[src/core/mcsu_pkg.sv]
// constants, field layouts and carriers of the multichannel serial global block
package mcsu_pkg;

    // ------------------------------------------------------------
    // register window
    // ------------------------------------------------------------
    localparam int WIN_BITS = 6;
    localparam int IDX_W = 4;
    localparam int REG_W = 16;
    localparam logic [IDX_W-1:0] IDX_CONFIG = 4'h0;
    localparam logic [IDX_W-1:0] IDX_TEST = 4'h1;
    localparam logic [IDX_W-1:0] IDX_ASYNC_LVL = 4'h2;
    localparam logic [IDX_W-1:0] IDX_VECTOR = 4'h3;
    localparam logic [IDX_W-1:0] IDX_SYNC_LVL = 4'h4;
    localparam logic [IDX_W-1:0] IDX_GPIO_DATA = 4'h5;
    localparam logic [IDX_W-1:0] IDX_GPIO_PIN = 4'h6;
    localparam logic [IDX_W-1:0] IDX_PIN_ASSIGN = 4'h7;
    localparam logic [IDX_W-1:0] IDX_PIN_DIR = 4'h8;
    localparam logic [IDX_W-1:0] IDX_SYNC_CTRL = 4'h9;
    localparam logic [IDX_W-1:0] IDX_ASYNCA_CTRL = 4'hA;
    localparam logic [IDX_W-1:0] IDX_ASYNCA_BAUD = 4'hB;
    localparam logic [IDX_W-1:0] IDX_ASYNCB_CTRL = 4'hC;
    localparam logic [IDX_W-1:0] IDX_ASYNCB_BAUD = 4'hD;
    localparam logic [IDX_W-1:0] IDX_STATUS = 4'hE;

    // ------------------------------------------------------------
    // field positions
    // ------------------------------------------------------------
    localparam int CFG_STOP = 15;
    localparam int CFG_SUPV = 7;
    localparam int LVL_A_LSB = 0;
    localparam int LVL_B_LSB = 4;
    localparam int VEC_LSB = 2;
    localparam int ASG_MISO = 0;
    localparam int ASG_MOSI = 1;
    localparam int ASG_SS = 3;
    localparam int SC_EN = 15;
    localparam int SC_MASTER = 14;
    localparam int SC_SIZE16 = 13;
    localparam int SC_LSBF = 12;
    localparam int SC_CPOL = 11;
    localparam int SC_CPHA = 10;
    localparam int AC_TE = 7;
    localparam int AC_RE = 6;
    localparam int AC_NINE = 5;
    localparam int AC_PE = 4;
    localparam int AC_ODD = 3;
    localparam int AC_WAKE = 2;
    localparam int BAUD_W = 13;
    localparam int RATE_W = 8;
    localparam logic [RATE_W-1:0] RATE_MIN = 8'h02;
    localparam int NPINS = 8;

    // ------------------------------------------------------------
    // write masks and reset values
    // ------------------------------------------------------------
    function automatic logic [REG_W-1:0] mcsu_wmask(input logic [IDX_W-1:0] idx);
        unique case (idx)
            IDX_CONFIG: return 16'h808F;
            IDX_TEST: return 16'h00FF;
            IDX_ASYNC_LVL: return 16'h0077;
            IDX_VECTOR: return 16'h00FC;
            IDX_SYNC_LVL: return 16'h0007;
            IDX_GPIO_DATA: return 16'h00FF;
            IDX_PIN_ASSIGN: return 16'h000B;
            IDX_PIN_DIR: return 16'h00FF;
            IDX_SYNC_CTRL: return 16'hFCFF;
            IDX_ASYNCA_CTRL, IDX_ASYNCB_CTRL: return 16'h00FC;
            IDX_ASYNCA_BAUD, IDX_ASYNCB_BAUD: return 16'h1FFF;
            default: return 16'h0000;
        endcase
    endfunction : mcsu_wmask

    function automatic logic [REG_W-1:0] mcsu_rstval(input logic [IDX_W-1:0] idx);
        unique case (idx)
            IDX_CONFIG: return 16'h0080;
            IDX_SYNC_CTRL: return 16'h0004;
            IDX_ASYNCA_BAUD, IDX_ASYNCB_BAUD: return 16'h0004;
            default: return 16'h0000;
        endcase
    endfunction : mcsu_rstval

    // ------------------------------------------------------------
    // carriers
    // ------------------------------------------------------------
    typedef struct packed {
        logic enable;
        logic master;
        logic size16;
        logic lsbFirst;
        logic cpol;
        logic cpha;
        logic [RATE_W-1:0] rate;
    } mcsu_sync_cfg_t;

    typedef struct packed {
        logic txEnable;
        logic rxEnable;
        logic nineBit;
        logic parityEn;
        logic parityOdd;
        logic wakeup;
        logic [BAUD_W-1:0] modulus;
    } mcsu_async_cfg_t;

    typedef struct packed {
        logic syncReq;
        logic asyncAReq;
        logic asyncBReq;
        logic asyncANoise;
        logic asyncBNoise;
    } mcsu_sub_status_t;

endpackage : mcsu_pkg

[src/core/mcsu_global.sv]
// register window, pin control and interrupt arbitration of the serial unit
`timescale 1ns/1ps
module mcsu_global #(
    parameter int ADDR_W = 24,
    parameter logic [ADDR_W-7:0] BASE = 18'h3FFF0
) (
    input wire logic clk,
    input wire logic nrst,
    input wire logic [ADDR_W-1:0] wb_adr_i,
    input wire logic [31:0] wb_dat_i,
    input wire logic [3:0] wb_sel_i,
    input wire logic wb_we_i,
    input wire logic wb_cyc_i,
    input wire logic wb_stb_i,
    output logic [31:0] wb_dat_o,
    output logic wb_ack_o,
    output logic wb_err_o,
    input wire logic moduleMapBit,
    output logic lowPower,
    output logic supervisorOnly,
    output mcsu_pkg::mcsu_sync_cfg_t syncCfg,
    output mcsu_pkg::mcsu_async_cfg_t asyncACfg,
    output mcsu_pkg::mcsu_async_cfg_t asyncBCfg,
    output logic [7:0] factoryTest,
    input wire mcsu_pkg::mcsu_sub_status_t subStatus,
    output logic [2:0] irqLevel,
    input wire logic iackStb,
    input wire logic [2:0] iackLevel,
    output logic iackValid,
    output logic [3:0] iackArb,
    output logic [7:0] iackVector,
    input wire logic [7:0] serialOut,
    output logic [7:0] serialIn,
    input wire logic [7:0] pinIn,
    output logic [7:0] pinOut,
    output logic [7:0] pinOe
);
    import mcsu_pkg::*;

    // ------------------------------------------------------------
    // reset release
    // ------------------------------------------------------------
    logic rstMeta;
    logic rstN;

    always_ff @(posedge clk or negedge nrst) begin
        if (!nrst) begin
            rstMeta <= 1'b0;
            rstN <= 1'b0;
        end else begin
            rstMeta <= 1'b1;
            rstN <= rstMeta;
        end
    end

    // ------------------------------------------------------------
    // bus decode
    // ------------------------------------------------------------
    logic [REG_W-1:0] regFile [16];
    logic [NPINS-1:0] pinMeta;
    logic [NPINS-1:0] pinSync;
    logic busReq;
    logic inWindow;
    logic [IDX_W-1:0] idx;
    logic [REG_W-1:0] rdVal;
    logic [REG_W-1:0] laneMask;

    assign busReq = wb_cyc_i & wb_stb_i & ~wb_ack_o & ~wb_err_o;
    assign inWindow = (wb_adr_i[ADDR_W-1:WIN_BITS] == BASE) & moduleMapBit;
    assign idx = wb_adr_i[WIN_BITS-1:2];
    assign laneMask = {{8{wb_sel_i[1]}}, {8{wb_sel_i[0]}}};

    always_comb begin
        rdVal = regFile[idx] & mcsu_wmask(idx);
        if (idx == IDX_GPIO_PIN) begin
            rdVal = {8'h00, pinSync};
        end else if (idx == IDX_STATUS) begin
            rdVal = {11'h000, subStatus};
        end
    end

    always_ff @(posedge clk or negedge rstN) begin
        if (!rstN) begin
            wb_ack_o <= 1'b0;
            wb_err_o <= 1'b0;
            wb_dat_o <= 32'h00000000;
        end else begin
            wb_ack_o <= busReq & inWindow;
            wb_err_o <= busReq & ~inWindow;
            if (busReq & inWindow & ~wb_we_i) begin
                wb_dat_o <= {16'h0000, rdVal};
            end
        end
    end

    // ------------------------------------------------------------
    // register file
    // ------------------------------------------------------------
    function automatic logic [REG_W-1:0] merge(input logic [IDX_W-1:0] i,
                                               input logic [REG_W-1:0] old,
                                               input logic [REG_W-1:0] wd,
                                               input logic [REG_W-1:0] lanes);
        logic [REG_W-1:0] m;
        logic [REG_W-1:0] v;
        m = mcsu_wmask(i) & lanes;
        v = (old & ~m) | (wd & m);
        if (i == IDX_SYNC_CTRL && v[RATE_W-1:0] < RATE_MIN) begin
            v[RATE_W-1:0] = RATE_MIN;
        end
        return v;
    endfunction : merge

    generate
        for (genvar g = 0; g < 16; g++) begin : gRegs
            localparam logic [IDX_W-1:0] GI = IDX_W'(g);
            always_ff @(posedge clk or negedge rstN) begin
                if (!rstN) begin
                    regFile[g] <= mcsu_rstval(GI);
                end else if (busReq & inWindow & wb_we_i & (idx == GI)) begin
                    regFile[g] <= merge(GI, regFile[g], wb_dat_i[REG_W-1:0], laneMask);
                end
            end
        end
    endgenerate

    // ------------------------------------------------------------
    // configuration fields
    // ------------------------------------------------------------
    logic [2:0] lvlA;
    logic [2:0] lvlB;
    logic [2:0] lvlS;
    logic [3:0] iarb;
    logic [5:0] vecBase;

    assign lowPower = regFile[IDX_CONFIG][CFG_STOP];
    assign supervisorOnly = regFile[IDX_CONFIG][CFG_SUPV];
    assign iarb = regFile[IDX_CONFIG][3:0];
    assign factoryTest = regFile[IDX_TEST][7:0];
    assign lvlA = regFile[IDX_ASYNC_LVL][LVL_A_LSB +: 3];
    assign lvlB = regFile[IDX_ASYNC_LVL][LVL_B_LSB +: 3];
    assign lvlS = regFile[IDX_SYNC_LVL][2:0];
    assign vecBase = regFile[IDX_VECTOR][VEC_LSB +: 6];

    assign syncCfg.enable = regFile[IDX_SYNC_CTRL][SC_EN];
    assign syncCfg.master = regFile[IDX_SYNC_CTRL][SC_MASTER];
    assign syncCfg.size16 = regFile[IDX_SYNC_CTRL][SC_SIZE16];
    assign syncCfg.lsbFirst = regFile[IDX_SYNC_CTRL][SC_LSBF];
    assign syncCfg.cpol = regFile[IDX_SYNC_CTRL][SC_CPOL];
    assign syncCfg.cpha = regFile[IDX_SYNC_CTRL][SC_CPHA];
    assign syncCfg.rate = regFile[IDX_SYNC_CTRL][RATE_W-1:0];

    function automatic mcsu_async_cfg_t asyncFields(input logic [REG_W-1:0] c,
                                                    input logic [REG_W-1:0] b);
        mcsu_async_cfg_t a;
        a.txEnable = c[AC_TE];
        a.rxEnable = c[AC_RE];
        a.nineBit = c[AC_NINE];
        a.parityEn = c[AC_PE];
        a.parityOdd = c[AC_ODD];
        a.wakeup = c[AC_WAKE];
        a.modulus = b[BAUD_W-1:0];
        return a;
    endfunction : asyncFields

    assign asyncACfg = asyncFields(regFile[IDX_ASYNCA_CTRL], regFile[IDX_ASYNCA_BAUD]);
    assign asyncBCfg = asyncFields(regFile[IDX_ASYNCB_CTRL], regFile[IDX_ASYNCB_BAUD]);

    // ------------------------------------------------------------
    // pins
    // ------------------------------------------------------------
    logic [NPINS-1:0] portOwned;

    assign portOwned = {asyncACfg.txEnable, asyncACfg.rxEnable,
                        asyncBCfg.txEnable, asyncBCfg.rxEnable,
                        regFile[IDX_PIN_ASSIGN][ASG_SS], syncCfg.enable,
                        regFile[IDX_PIN_ASSIGN][ASG_MOSI],
                        regFile[IDX_PIN_ASSIGN][ASG_MISO]};

    always_ff @(posedge clk or negedge rstN) begin
        if (!rstN) begin
            pinMeta <= 8'h00;
            pinSync <= 8'h00;
            serialIn <= 8'h00;
        end else begin
            pinMeta <= pinIn;
            pinSync <= pinMeta;
            serialIn <= pinSync;
        end
    end

    always_ff @(posedge clk or negedge rstN) begin
        if (!rstN) begin
            pinOut <= 8'h00;
            pinOe <= 8'h00;
        end else begin
            for (int i = 0; i < NPINS; i++) begin
                pinOut[i] <= portOwned[i] ? serialOut[i] : regFile[IDX_GPIO_DATA][i];
            end
            pinOe <= regFile[IDX_PIN_DIR][NPINS-1:0];
        end
    end

    // ------------------------------------------------------------
    // interrupt level and acknowledge
    // ------------------------------------------------------------
    logic [2:0] effS;
    logic [2:0] effA;
    logic [2:0] effB;
    logic [2:0] maxLvl;
    logic winS;
    logic winA;
    logic winB;

    assign effS = subStatus.syncReq ? lvlS : 3'h0;
    assign effA = subStatus.asyncAReq ? lvlA : 3'h0;
    assign effB = subStatus.asyncBReq ? lvlB : 3'h0;

    always_comb begin
        maxLvl = effS;
        if (effA > maxLvl) begin
            maxLvl = effA;
        end
        if (effB > maxLvl) begin
            maxLvl = effB;
        end
    end

    assign winS = (effS != 3'h0) & (effS == iackLevel);
    assign winA = ~winS & (effA != 3'h0) & (effA == iackLevel);
    assign winB = ~winS & ~winA & (effB != 3'h0) & (effB == iackLevel);

    always_ff @(posedge clk or negedge rstN) begin
        if (!rstN) begin
            irqLevel <= 3'h0;
        end else begin
            irqLevel <= maxLvl;
        end
    end

    always_ff @(posedge clk or negedge rstN) begin
        if (!rstN) begin
            iackValid <= 1'b0;
            iackArb <= 4'h0;
            iackVector <= 8'h00;
        end else begin
            iackValid <= iackStb & (winS | winA | winB) & (iarb != 4'h0);
            if (iackStb) begin
                iackArb <= iarb;
                if (winS) begin
                    iackVector <= {vecBase, 2'b10};
                end else if (winA) begin
                    iackVector <= {vecBase, 2'b00};
                end else begin
                    iackVector <= {vecBase, 2'b01};
                end
            end
        end
    end
endmodule : mcsu_global

[config.mk]
export PLATFORM = sky130hd
export DESIGN_NAME = mcsu_global
export DESIGN_NICKNAME = d
export VERILOG_FILES = /design/src/core/mcsu_pkg.sv /design/src/core/mcsu_global.sv
export SDC_FILE = /design/constraint.sdc
export NUM_CORES = 1
export LEC_CHECK = 0
export BUFFER_PORTS_ARGS = -buffer_cell sky130_fd_sc_hd__buf_2
export CAP_MARGIN = 15
export CORE_UTILIZATION = 45
export DETAILED_ROUTE_END_ITERATION = 12
export PLACE_DENSITY_LB_ADDON = 0.1
export SYNTH_ARGS = -nofsm -noshare
export SYNTH_HDL_FRONTEND = slang
export SYNTH_SLANG_ARGS = --single-unit
[constraint.sdc]
create_clock -name clk -period 6 [get_ports clk]
set_input_delay 0.9 -clock clk [delete_from_list [all_inputs] [get_ports clk]]
set_output_delay 0.9 -clock clk [all_outputs]
set_load 0.005 [all_outputs]
# Word level (Yosys, flattened, before mapping)
# Memory sizes are Yosys's and may differ from the RTL's.
# Index checks and enable logic that the tools add are counted.
dict set report classes {
  bitwise_logic 122
  eq_ne 19
  muxes 37
  reduce_logical 5
  n_lt_le_gt_ge 4
}
# cell n
set ops {}
lappend ops {{$and A16 B16 Y16} 49}
lappend ops {{$mux W16} 20}
lappend ops {{$not A16 Y16} 16}
lappend ops {{$or A16 B16 Y16} 16}
lappend ops {{$bmux W16 S4} 1}
lappend ops {{$and A1 B1 Y1} 32}
lappend ops {{$eq A4 B4 Y1 const B} 8}
lappend ops {{$eq A18 B18 Y1 const B} 1}
lappend ops {{$eq A4 B3 Y1 const B} 4}
lappend ops {{$mux W3} 5}
lappend ops {{$eq A3 B3 Y1} 3}
lappend ops {{$mux W1} 9}
lappend ops {{$reduce_bool A3 Y1} 3}
lappend ops {{$eq A4 B2 Y1 const B} 2}
lappend ops {{$lt A8 B2 Y1 const B} 1}
lappend ops {{$mux W8} 1}
lappend ops {{$gt A3 B3 Y1} 2}
lappend ops {{$not A1 Y1} 6}
lappend ops {{$ge A5 B5 Y1 const B} 1}
lappend ops {{$not A4 Y5} 1}
lappend ops {{$eq A4 B1 Y1 const B} 1}
lappend ops {{$logic_not A4 Y1} 1}
lappend ops {{$reduce_bool A4 Y1} 1}
lappend ops {{$mux W2} 1}
lappend ops {{$or A1 B1 Y1} 2}
dict set report totals {
  wordCells 218
  romBits 256
  n_memories 1
  input_bits 91
  regBits 332
  out_inout_bits 136
}
# memory words width read_ports rd_ports_with_merged_regs wr line
set memory_table {}
lappend memory_table {{(name not given)} 16 16 1 0 0 mcsu_pkg.sv:58} ;# unique case (idx)

# Depth between registers and ports, before layout
# Gate-level depths: netlist of run 1.
dict set report depth {
  ltp_word 13
  mapped_depth 13
  depth_no_buf 13
}

# Worst setup path after synthesis of run 1
# OpenSTA, ideal clock, no wires.
dict set report synth_timing {
  kind {input-to-reg}
  startpoint {in subStatus[3] (netlist name)}
  endpoint {reg irqLevel[1]}
  cell_stages 13
  setup_slack_ps 2726
  n_path_buf 0
  setup_time_ps 87
  required_time_ps 5913
  arrival_ps 3187
  cell_sequence {nand2_1 inv_1 ha_1 and3_1 a21oi_1 a21oi_1 mux2_2 ha_1 nor2b_1 o21ai_0 a32oi_1 a2111o_1 o211ai_1}
}
dict set report synth_via {
  elab_chain_cells 5
}
# item line
set synth_rtl {}
lappend synth_rtl {{start: declaration} mcsu_global.sv:25} ;# input wire mcsu_pkg::mcsu_sub_status_t subStatus,
lappend synth_rtl {{$mux W3 (*)} mcsu_global.sv:215} ;# assign effA = subStatus.asyncAReq ? lvlA : 3'h0;
lappend synth_rtl {{$gt A3 B3 Y1} mcsu_global.sv:220} ;# if (effA > maxLvl) begin
lappend synth_rtl {{$mux W3 (*)} mcsu_global.sv:220}
lappend synth_rtl {{$gt A3 B3 Y1} mcsu_global.sv:223} ;# if (effB > maxLvl) begin
lappend synth_rtl {{$mux W3 (*)} mcsu_global.sv:223}
lappend synth_rtl {{named net maxLvl[1]} mcsu_global.sv:209} ;# logic [2:0] maxLvl;
lappend synth_rtl {{end signal: assignment} mcsu_global.sv:236} ;# irqLevel <= maxLvl;
lappend synth_rtl {{end: declaration} mcsu_global.sv:26} ;# output logic [2:0] irqLevel,
# Mark *: on every way through the listed nets, which the timed path passes. The rest lies on a longest branch.
# A chain may end at the register's enable or synchronous reset.

# Worst setup path after layout of run 1
# Ends and elaborated chain as after synthesis.

==> key figures, run 1 <==
Synthesis
  • Average size of a mapped cell: 12.3 µm²
  • Primary FF master, synth: sky130_fd_sc_hd__dfrtp_1
  • Share of flip-flops with an asynchronous set or reset after synthesis: 100%
  • Post-synthesis cell area: 8290 µm²
  • FF+latch count, synth: 176
  • Leading cell types by total area after synthesis: sky130_fd_sc_hd__dfrtp_1, sky130_fd_sc_hd__mux2_2, sky130_fd_sc_hd__buf_4
  • Most used standard cell by instance count after synthesis: sky130_fd_sc_hd__dfrtp_1
  • Most frequent cells after synthesis: sky130_fd_sc_hd__dfrtp_1, sky130_fd_sc_hd__mux2_2, sky130_fd_sc_hd__buf_4
  • Count of flip-flops with a built-in enable after synthesis: 0
  • Count of cell types in the netlist: 57
  • Warnings from Yosys: 0
  • Dominant cell type by area after synthesis: sky130_fd_sc_hd__dfrtp_1
  • Share of synthesized area occupied by flip-flops and latches: 53.2%
  • Area share of the largest cell type after synthesis: 51.9%
  • Number of standard cells after synthesis: 676

Cells and area
  • Post-route insts no fill: 1040
  • Area growth from synthesis to layout: 14.7%
  • Layout net count: 893
  • Layout cell share with drive strength beyond 1: 45.6%
  • Layout Utilization: 52.7%
  • Antenna diode count: 0

Routing
  • Residual DRC count: 0
  • Vias per inst: 5.47
  • Final wirelength: 21700 µm
  • Antenna-violating nets left: 0
  • Total via count in the routed design: 5687
  • Number of detailed-route iterations in the first pass: 5
  • Routed wire per std cell: 20.9 µm
  • Starting DRT DRC Count: 385

Critical path
  • Critical Path Slowest Stage Cell: sky130_fd_sc_hd__a2111o_1
  • Register-to-register path setup slack: 2.91 ns
  • Worst EP required: 6.33 ns
  • Capture point of the worst reg-to-reg path: irqLevel[1]
  • Cells along the critical path: buf_2 > nand2_1 > inv_1 > ha_1 > and3_1 > a21oi_1 > a21oi_1 > mux2_2 > ha_1 > nor2b_1 > o21ai_0 > a32oi_1 > a2111o_1 > o211ai_1
  • Worst-path maximum fanout: 7
  • Setup crit end kind: flip-flop
  • Length in cells of the worst reg-to-reg path: 13
  • Startpoint type of the worst setup path: input pin
  • Critical Path AT: 3.66 ns
  • Critical path's largest stage delay: 0.44 ns
  • Type of the worst setup path: in -> reg

CTS
  • Hold-fix buffers at CTS: 0
  • Post-cts repair resize count: 0
  • Count of buffers added by post-CTS timing repair for setup: 0
  • Number of H-tree branching levels: 4
  • CTS tree: done
  • CTS root buffer: sky130_fd_sc_hd__clkbuf_16
  • Clock latency on the worst-skew pair: 0.43 ns
  • Maximum buffer depth of the clock tree: 2
  • Clock Pin Slew Worst Setup and Hold Paths: 0.07 ns
  • Total clock buffers created by CTS: 17
  • Total clock sinks: 176

Placed design
  • GPL Wtd Cong: 0.827
  • Half-perimeter wire length of the detailed placement result: 15900 µm
  • Number of placed instances, taps included: 1007
  • Number of buffers inserted by port buffering: 190

Power and ir drop
  • Total power per unit cell area: 252 nW/µm²
  • Total power of the final layout: 2390 µW
  • VDD IR-drop max: 260 µV
  • Leakage power summed over all cells: 0.00488 µW

Timing
  • Tmin final: 3.33 ns
  • Number of hold violations in the final report: 0
  • Number of max-slew violations in the final report: 0
  • Number of failing setup endpoints in the final timing report: 0
  • Max Freq: 301 MHz
  • Worst-Margin Slew: 1.07 ns
  • Final Hold Slack: 0.238 ns
  • Max_slew headroom: 28.2%
  • Share of the clock period used by the worst path: 55.4%
  • RSZ-0062 raised after global routing: no
  • Final Skew: 0.00689 ns
  • Final TNS setup: 0 ns

Floorplanning
  • Area of the die: 19000 µm²
  • Placeable core region: 18000 µm²
  • Initial cell density of the core: 46.0%
  • Horizontal die dimension: 138 µm
  • I/O pins: 227
  • Die Span Y: 138 µm
  • Std-Cell Rows: 49

Min path
  • Hold Crit Class: in -> async

Global route
  • Vias in the first global route: 5684
  • Remaining global-route overflow: 0
  • Antenna violations before repair: 0
  • Global-route wire length before repair: 32900 µm
  • Total global routing track utilization: 23.9%
  • Pin count of the biggest net entering global routing: 88

Status
  • Result of the run: finished, final reports clean

Job
  • Number of max-cap violations: 0
==> power by group <==
part / internal [µW] / switching, µW
sequential: 1200 / 9.36
combinational: 40.8 / 88.3
clock: 587 / 471
==> how the worst max path moves through the flow <==
stage                     cells after the start          from                          to
after floorplan                               0          rstN  asynchronous set/reset pin
after global placement                       14  subStatus[3]                 irqLevel[1]
after detailed placement                     14  subStatus[3]                 irqLevel[1]
after CTS                                    14  subStatus[3]                 irqLevel[1]
after global routing                         14  subStatus[3]                 irqLevel[1]
final                                        14  subStatus[3]                 irqLevel[1]
==> critical path, delay by kind of cell <==
family                     cells  cell delay (ns)
and+or+nand+nor                3             0.42
buffers and inverters          2             0.23
AOI/OAI and AO/OA              6             1.12
muxes                          1             0.36
adders and majority gates      2             0.62
==> cell families (layout without fill, tap and decap cells) <==
logic type | Yosys count | in the layout | synth area share, %
flip-flops | 176 | 176 | 53.2
multiplexers | 146 | 146 | 20.5
AND/OR/NAND/NOR | 137 | 137 | 9.00
buffers and inverters | 117 | 237 | 8.86
AO/OA/AOI/OAI | 89 | 89 | 7.17
XOR/XNOR | 5 | 5 | 0.528
adder cells (fa/ha/maj) | 4 | 4 | 0.604
other | 2 | 17 | 0.0906
==> per-stage QoR <==
stage               area, µm²  setup WS (ns)
detailed placement       8920           2.23
finish                   9500           2.67
floorplan                8340          0.740
global route             9500           2.49
global placement         8920           2.38
CTS                      9480           2.67
==> final cells by class <==
type / count / area (µm²)
fill: 1587 / 8520
sequential: 176 / 4410
multi-input combinational: 398 / 3200
timing repair buffer: 195 / 1010
clock buffer: 21 / 450
tap: 229 / 287
clock inverter: 11 / 108
inverter: 10 / 37.5
==> placed cells by master (no fill, tap or decap), drive strengths merged, types with 3 or more instances in the layout <==
cell type    n
or3          4
mux2i       16
nand3       16
o2bb2ai      4
buf        195
inv         13
xnor2        4
o21ai       24
nor3        11
nand2       44
a22oi        6
a21oi       17
o31ai        6
a221oi       6
clkbuf      21
mux4         7
o211ai       3
clkinv       5
nor2        17
or2          3
nor2b        7
nand4bb      3
conb        17
ha           4
and3         3
dfstp        4
mux2       123
nand4        6
and2         6
a211oi       5
dfrtp      172
o22ai        4
a31oi        3
nor4         9
==> per-layer routing <==
layer | routed length (µm) | GRT usage [%]
met1 | 9770 | 33.0
met2 | 10300 | 38.0
met3 | 1210 | 4.86
met4 | 387 | 7.25
met5 | 0 | 0
Power figures use the tool's default switching activity.
==> run 2, diff against run 1 <==
clock period = 3 ns   (was 6 ns; I/O delays follow)
==> run 2 against run 1 <==
Compared with the run above:
- sequential cell count unchanged
- setup slack got worse by 2.5 ns
- register-to-register slack worse by 2.8 ns
- largest cell class unchanged
==> key figures, run 2 (synthesized netlist as in run 1, its figures left out) <==
Cells and area
  • Most frequent cells in the layout: sky130_fd_sc_hd__buf_2, sky130_fd_sc_hd__dfrtp_1, sky130_fd_sc_hd__mux2_2
  • Area growth from synthesis to layout: 17.8%
  • Filler cells: 1616 (+1.8%)
  • Antenna diode count: 0 (unchanged)
  • Layout cell share with drive strength beyond 1: 47.6% (+2.0 points)
  • Most frequent standard cell in the layout excluding fill and tap cells: sky130_fd_sc_hd__buf_2
  • Layout net count: 920 (+3.0%)
  • Post-route insts no fill: 1067 (+2.6%)

Critical path
  • Cell repeated most along the worst path: sky130_fd_sc_hd__a21oi_2
  • Type of the worst setup path: reg -> reg
  • Startpoint type of the worst setup path: flip-flop
  • Worst-path maximum fanout: 4 (-3)
  • Cells along the critical path: nand2_1 > inv_1 > ha_4 > and3_1 > a21oi_2 > a21oi_2 > mux2_2 > ha_1 > nor2b_1 > o21ai_1 > a32oi_2 > a2111o_1 > o211ai_1
  • Critical path's largest stage delay: 0.41 ns (-0.03 ns)
  • Critical Path Slowest Stage Cell: sky130_fd_sc_hd__dfrtp_1
  • Critical Path AT: 3.21 ns (-0.45 ns)
  • Worst EP required: 3.34 ns (-2.99 ns)
  • Setup crit end kind: flip-flop

CTS
  • Clock Pin Slew Worst Setup and Hold Paths: 0.07 ns (about the same)
  • Total clock buffers created by CTS: 17 (unchanged)
  • CTS root buffer: sky130_fd_sc_hd__clkbuf_16
  • Clock latency on the worst-skew pair: 0.43 ns (about the same)
  • Number of H-tree branching levels: 4 (unchanged)
  • Maximum buffer depth of the clock tree: 2 (unchanged)
  • Count of buffers added by post-CTS timing repair for setup: 0 (unchanged)
  • Total clock sinks: 176 (unchanged)
  • CTS tree: done

Global route
  • Pin count of the biggest net entering global routing: 70 (-20%)
  • Vias in the first global route: 5945 (+4.6%)
  • Antenna violations before repair: 0 (unchanged)
  • Global-route wire length before repair: 33600 µm (+2.1%)
  • Remaining global-route overflow: 0 (unchanged)
  • Total global routing track utilization: 24.3% (+0.33 points)

Power and ir drop
  • Logic pwr share: 5.5% (about the same)
  • Leakage power summed over all cells: 0.00502 µW (+2.8%)
  • Reported net switching power: 1130 µW (+99%)
  • Sequential share of power: 49.7% (-0.7 points)
  • Internal Power: 3720 µW (+100%)
  • VDD IR-drop max: 953 µV (+270%)
  • Proportion of total power due to net switching: 23.3% (-0.43 points)
  • Clock network fraction of total power: 44.7% (+0.5 points)
  • Total power per unit cell area: 497 nW/µm² (+97%)

Floorplanning
  • Initial cell density of the core: 46.0% (unchanged)
  • Std-Cell Rows: 49 (unchanged)
  • Placeable core region: 18000 µm² (unchanged)
  • I/O pins: 227 (unchanged)
  • Die Span Y: 138 µm (unchanged)
  • Area of the die: 19000 µm² (unchanged)
  • Horizontal die dimension: 138 µm (unchanged)

Timing
  • Number of max-slew violations in the final report: 0 (unchanged)
  • Number of failing setup endpoints in the final timing report: 0 (unchanged)
  • Max Freq: 348 MHz
  • Tmin final: 2.87 ns
  • Number of hold violations in the final report: 0 (unchanged)
  • Max_slew headroom: 48.6% (+20 points)
  • Setup slack of the critical path after layout: 0.130 ns (-2.54 ns)
  • Worst-Margin Slew: 0.768 ns (-0.301 ns)
  • Final Skew: 0.0105 ns (+0.00357 ns)
  • Final TNS setup: 0 ns (unchanged)
  • Share of the clock period used by the worst path: 95.7%

Placed design
  • Number of placed instances, taps included: 1034 (+2.7%)
  • GPL Wtd Cong: 0.834 (+0.87%)
  • Worst setup timing slack at the placement stage: -0.0484 ns (-2.28 ns)
  • Half-perimeter wire length of the detailed placement result: 16300 µm (+2.4%)
  • Number of buffers inserted by port buffering: 190 (unchanged)

Routing
  • Antenna-violating nets left: 0 (unchanged)
  • Routed wire per std cell: 20.6 µm (-1.1%)
  • Residual DRC count: 0 (unchanged)
  • Total via count in the routed design: 5798 (+2.0%)
  • Vias per inst: 5.43 (-0.63%)
  • Final wirelength: 22000 µm (+1.4%)
  • Number of detailed-route iterations in the first pass: 5 (unchanged)
  • Starting DRT DRC Count: 317 (-18%)

Min path
  • Hold Crit Class: in -> reg
  • Hold path startpoint: pinIn[6]

Status
  • Result of the run: finished, final reports clean

Job
  • Number of max-cap violations: 0 (unchanged)
==> run 2: changes by cell type in the layout (fill, tap and decap cells not counted), moves of 2 or more <==
| cell | delta |
|---|---|
| sky130_fd_sc_hd__buf_12 | +3 |
| sky130_fd_sc_hd__a21oi_2 | +2 |
| sky130_fd_sc_hd__buf_4 | +24 |
| sky130_fd_sc_hd__clkinvlp_4 | +2 |
| sky130_fd_sc_hd__clkinv_4 | -2 |
| sky130_fd_sc_hd__a21oi_1 | -2 |
==> run 2: repair_timing <==
item / 4_1_cts / 5_1_grt
endpoints found under the hold margin: 2 / 0
endpoints found under the setup margin: 0 / 3
resized for setup: 0 / 5
hold buffers: 1 / 0
==> run 2: final timing paths <==
kind / end / slack (ns) / cells past startpoint
max reg2reg: irqLevel[1] / 0.13 / 13
min: pinMeta[6] / 0.12 / 1
min reg2reg: pinSync[1] / 0.35 / 0
min in group asynchronous: rstN / 0.32 / 2
max: irqLevel[1] / 0.13 / 13
max in group asynchronous: serialIn[0] / 1.81 / 1
==> run 2: power by group through the flow <==
| stage | Sequential (µW) | Clock, µW | Combinational, µW |
|---|---|---|---|
| 2_1_floorplan | 2480 | 0 | 121 |
| 5_1_grt | 2420 | 2320 | 295 |
| 4_1_cts | 2420 | 2220 | 269 |
| 3_3_place_gp | 2460 | 0 | 262 |
| 3_5_place_dp | 2460 | 0 | 267 |
| 6_report | 2420 | 2170 | 269 |
==> run 2: per-layer routing <==
| metal | global-route usage (%) | share of wire, % | vias to the layer above |
|---|---|---|---|
| li1 | - | - | 2630 |
| met1 | 32.6 | 44 | 2925 |
| met2 | 38.5 | 48 | 209 |
| met3 | 6.48 | 6.1 | 34 |
| met4 | 7.07 | 1.8 | 0 |
| met5 | 0 | 0 | - |
==> run 2: final cells by class <==
cell class / count / area (µm²) / area share, %
flip-flops and latches: 176 / 4410 / 45.2
multi-input cells: 398 / 3230 / 33.1
repair buffers: 222 / 1230 / 12.6
clock buffers: 21 / 440 / 4.51
well taps: 229 / 287 / 2.93
clock inverters: 11 / 130 / 1.33
inverters: 10 / 37.5 / 0.384
==> run 2: per-stage QoR <==
step / power [µW] / utilization [%] / hold slack, ns / instance area (µm²)
after CTS: 4910 / 54.0 / 0.104 / 9740
final: 4850 / 54.2 / 0.120 / 9770
after detailed placement: 2730 / 50.8 / 0.238 / 9160
after global routing: 5040 / 54.2 / 0.0916 / 9770
after global placement: 2720 / 50.8 / 0.235 / 9160
after floorplan: 2600 / - / 0.154 / 8350
==> run 2: critical path: cells and delay by family, from the launching register on <==
kind	cells	cell delay (ns)
AOI/OAI and AO/OA	6	0.91
and+or+nand+nor	3	0.41
adders and majority gates	2	0.60
muxes	1	0.35
DFF	1	0.41
buffers and inverters	1	0.10
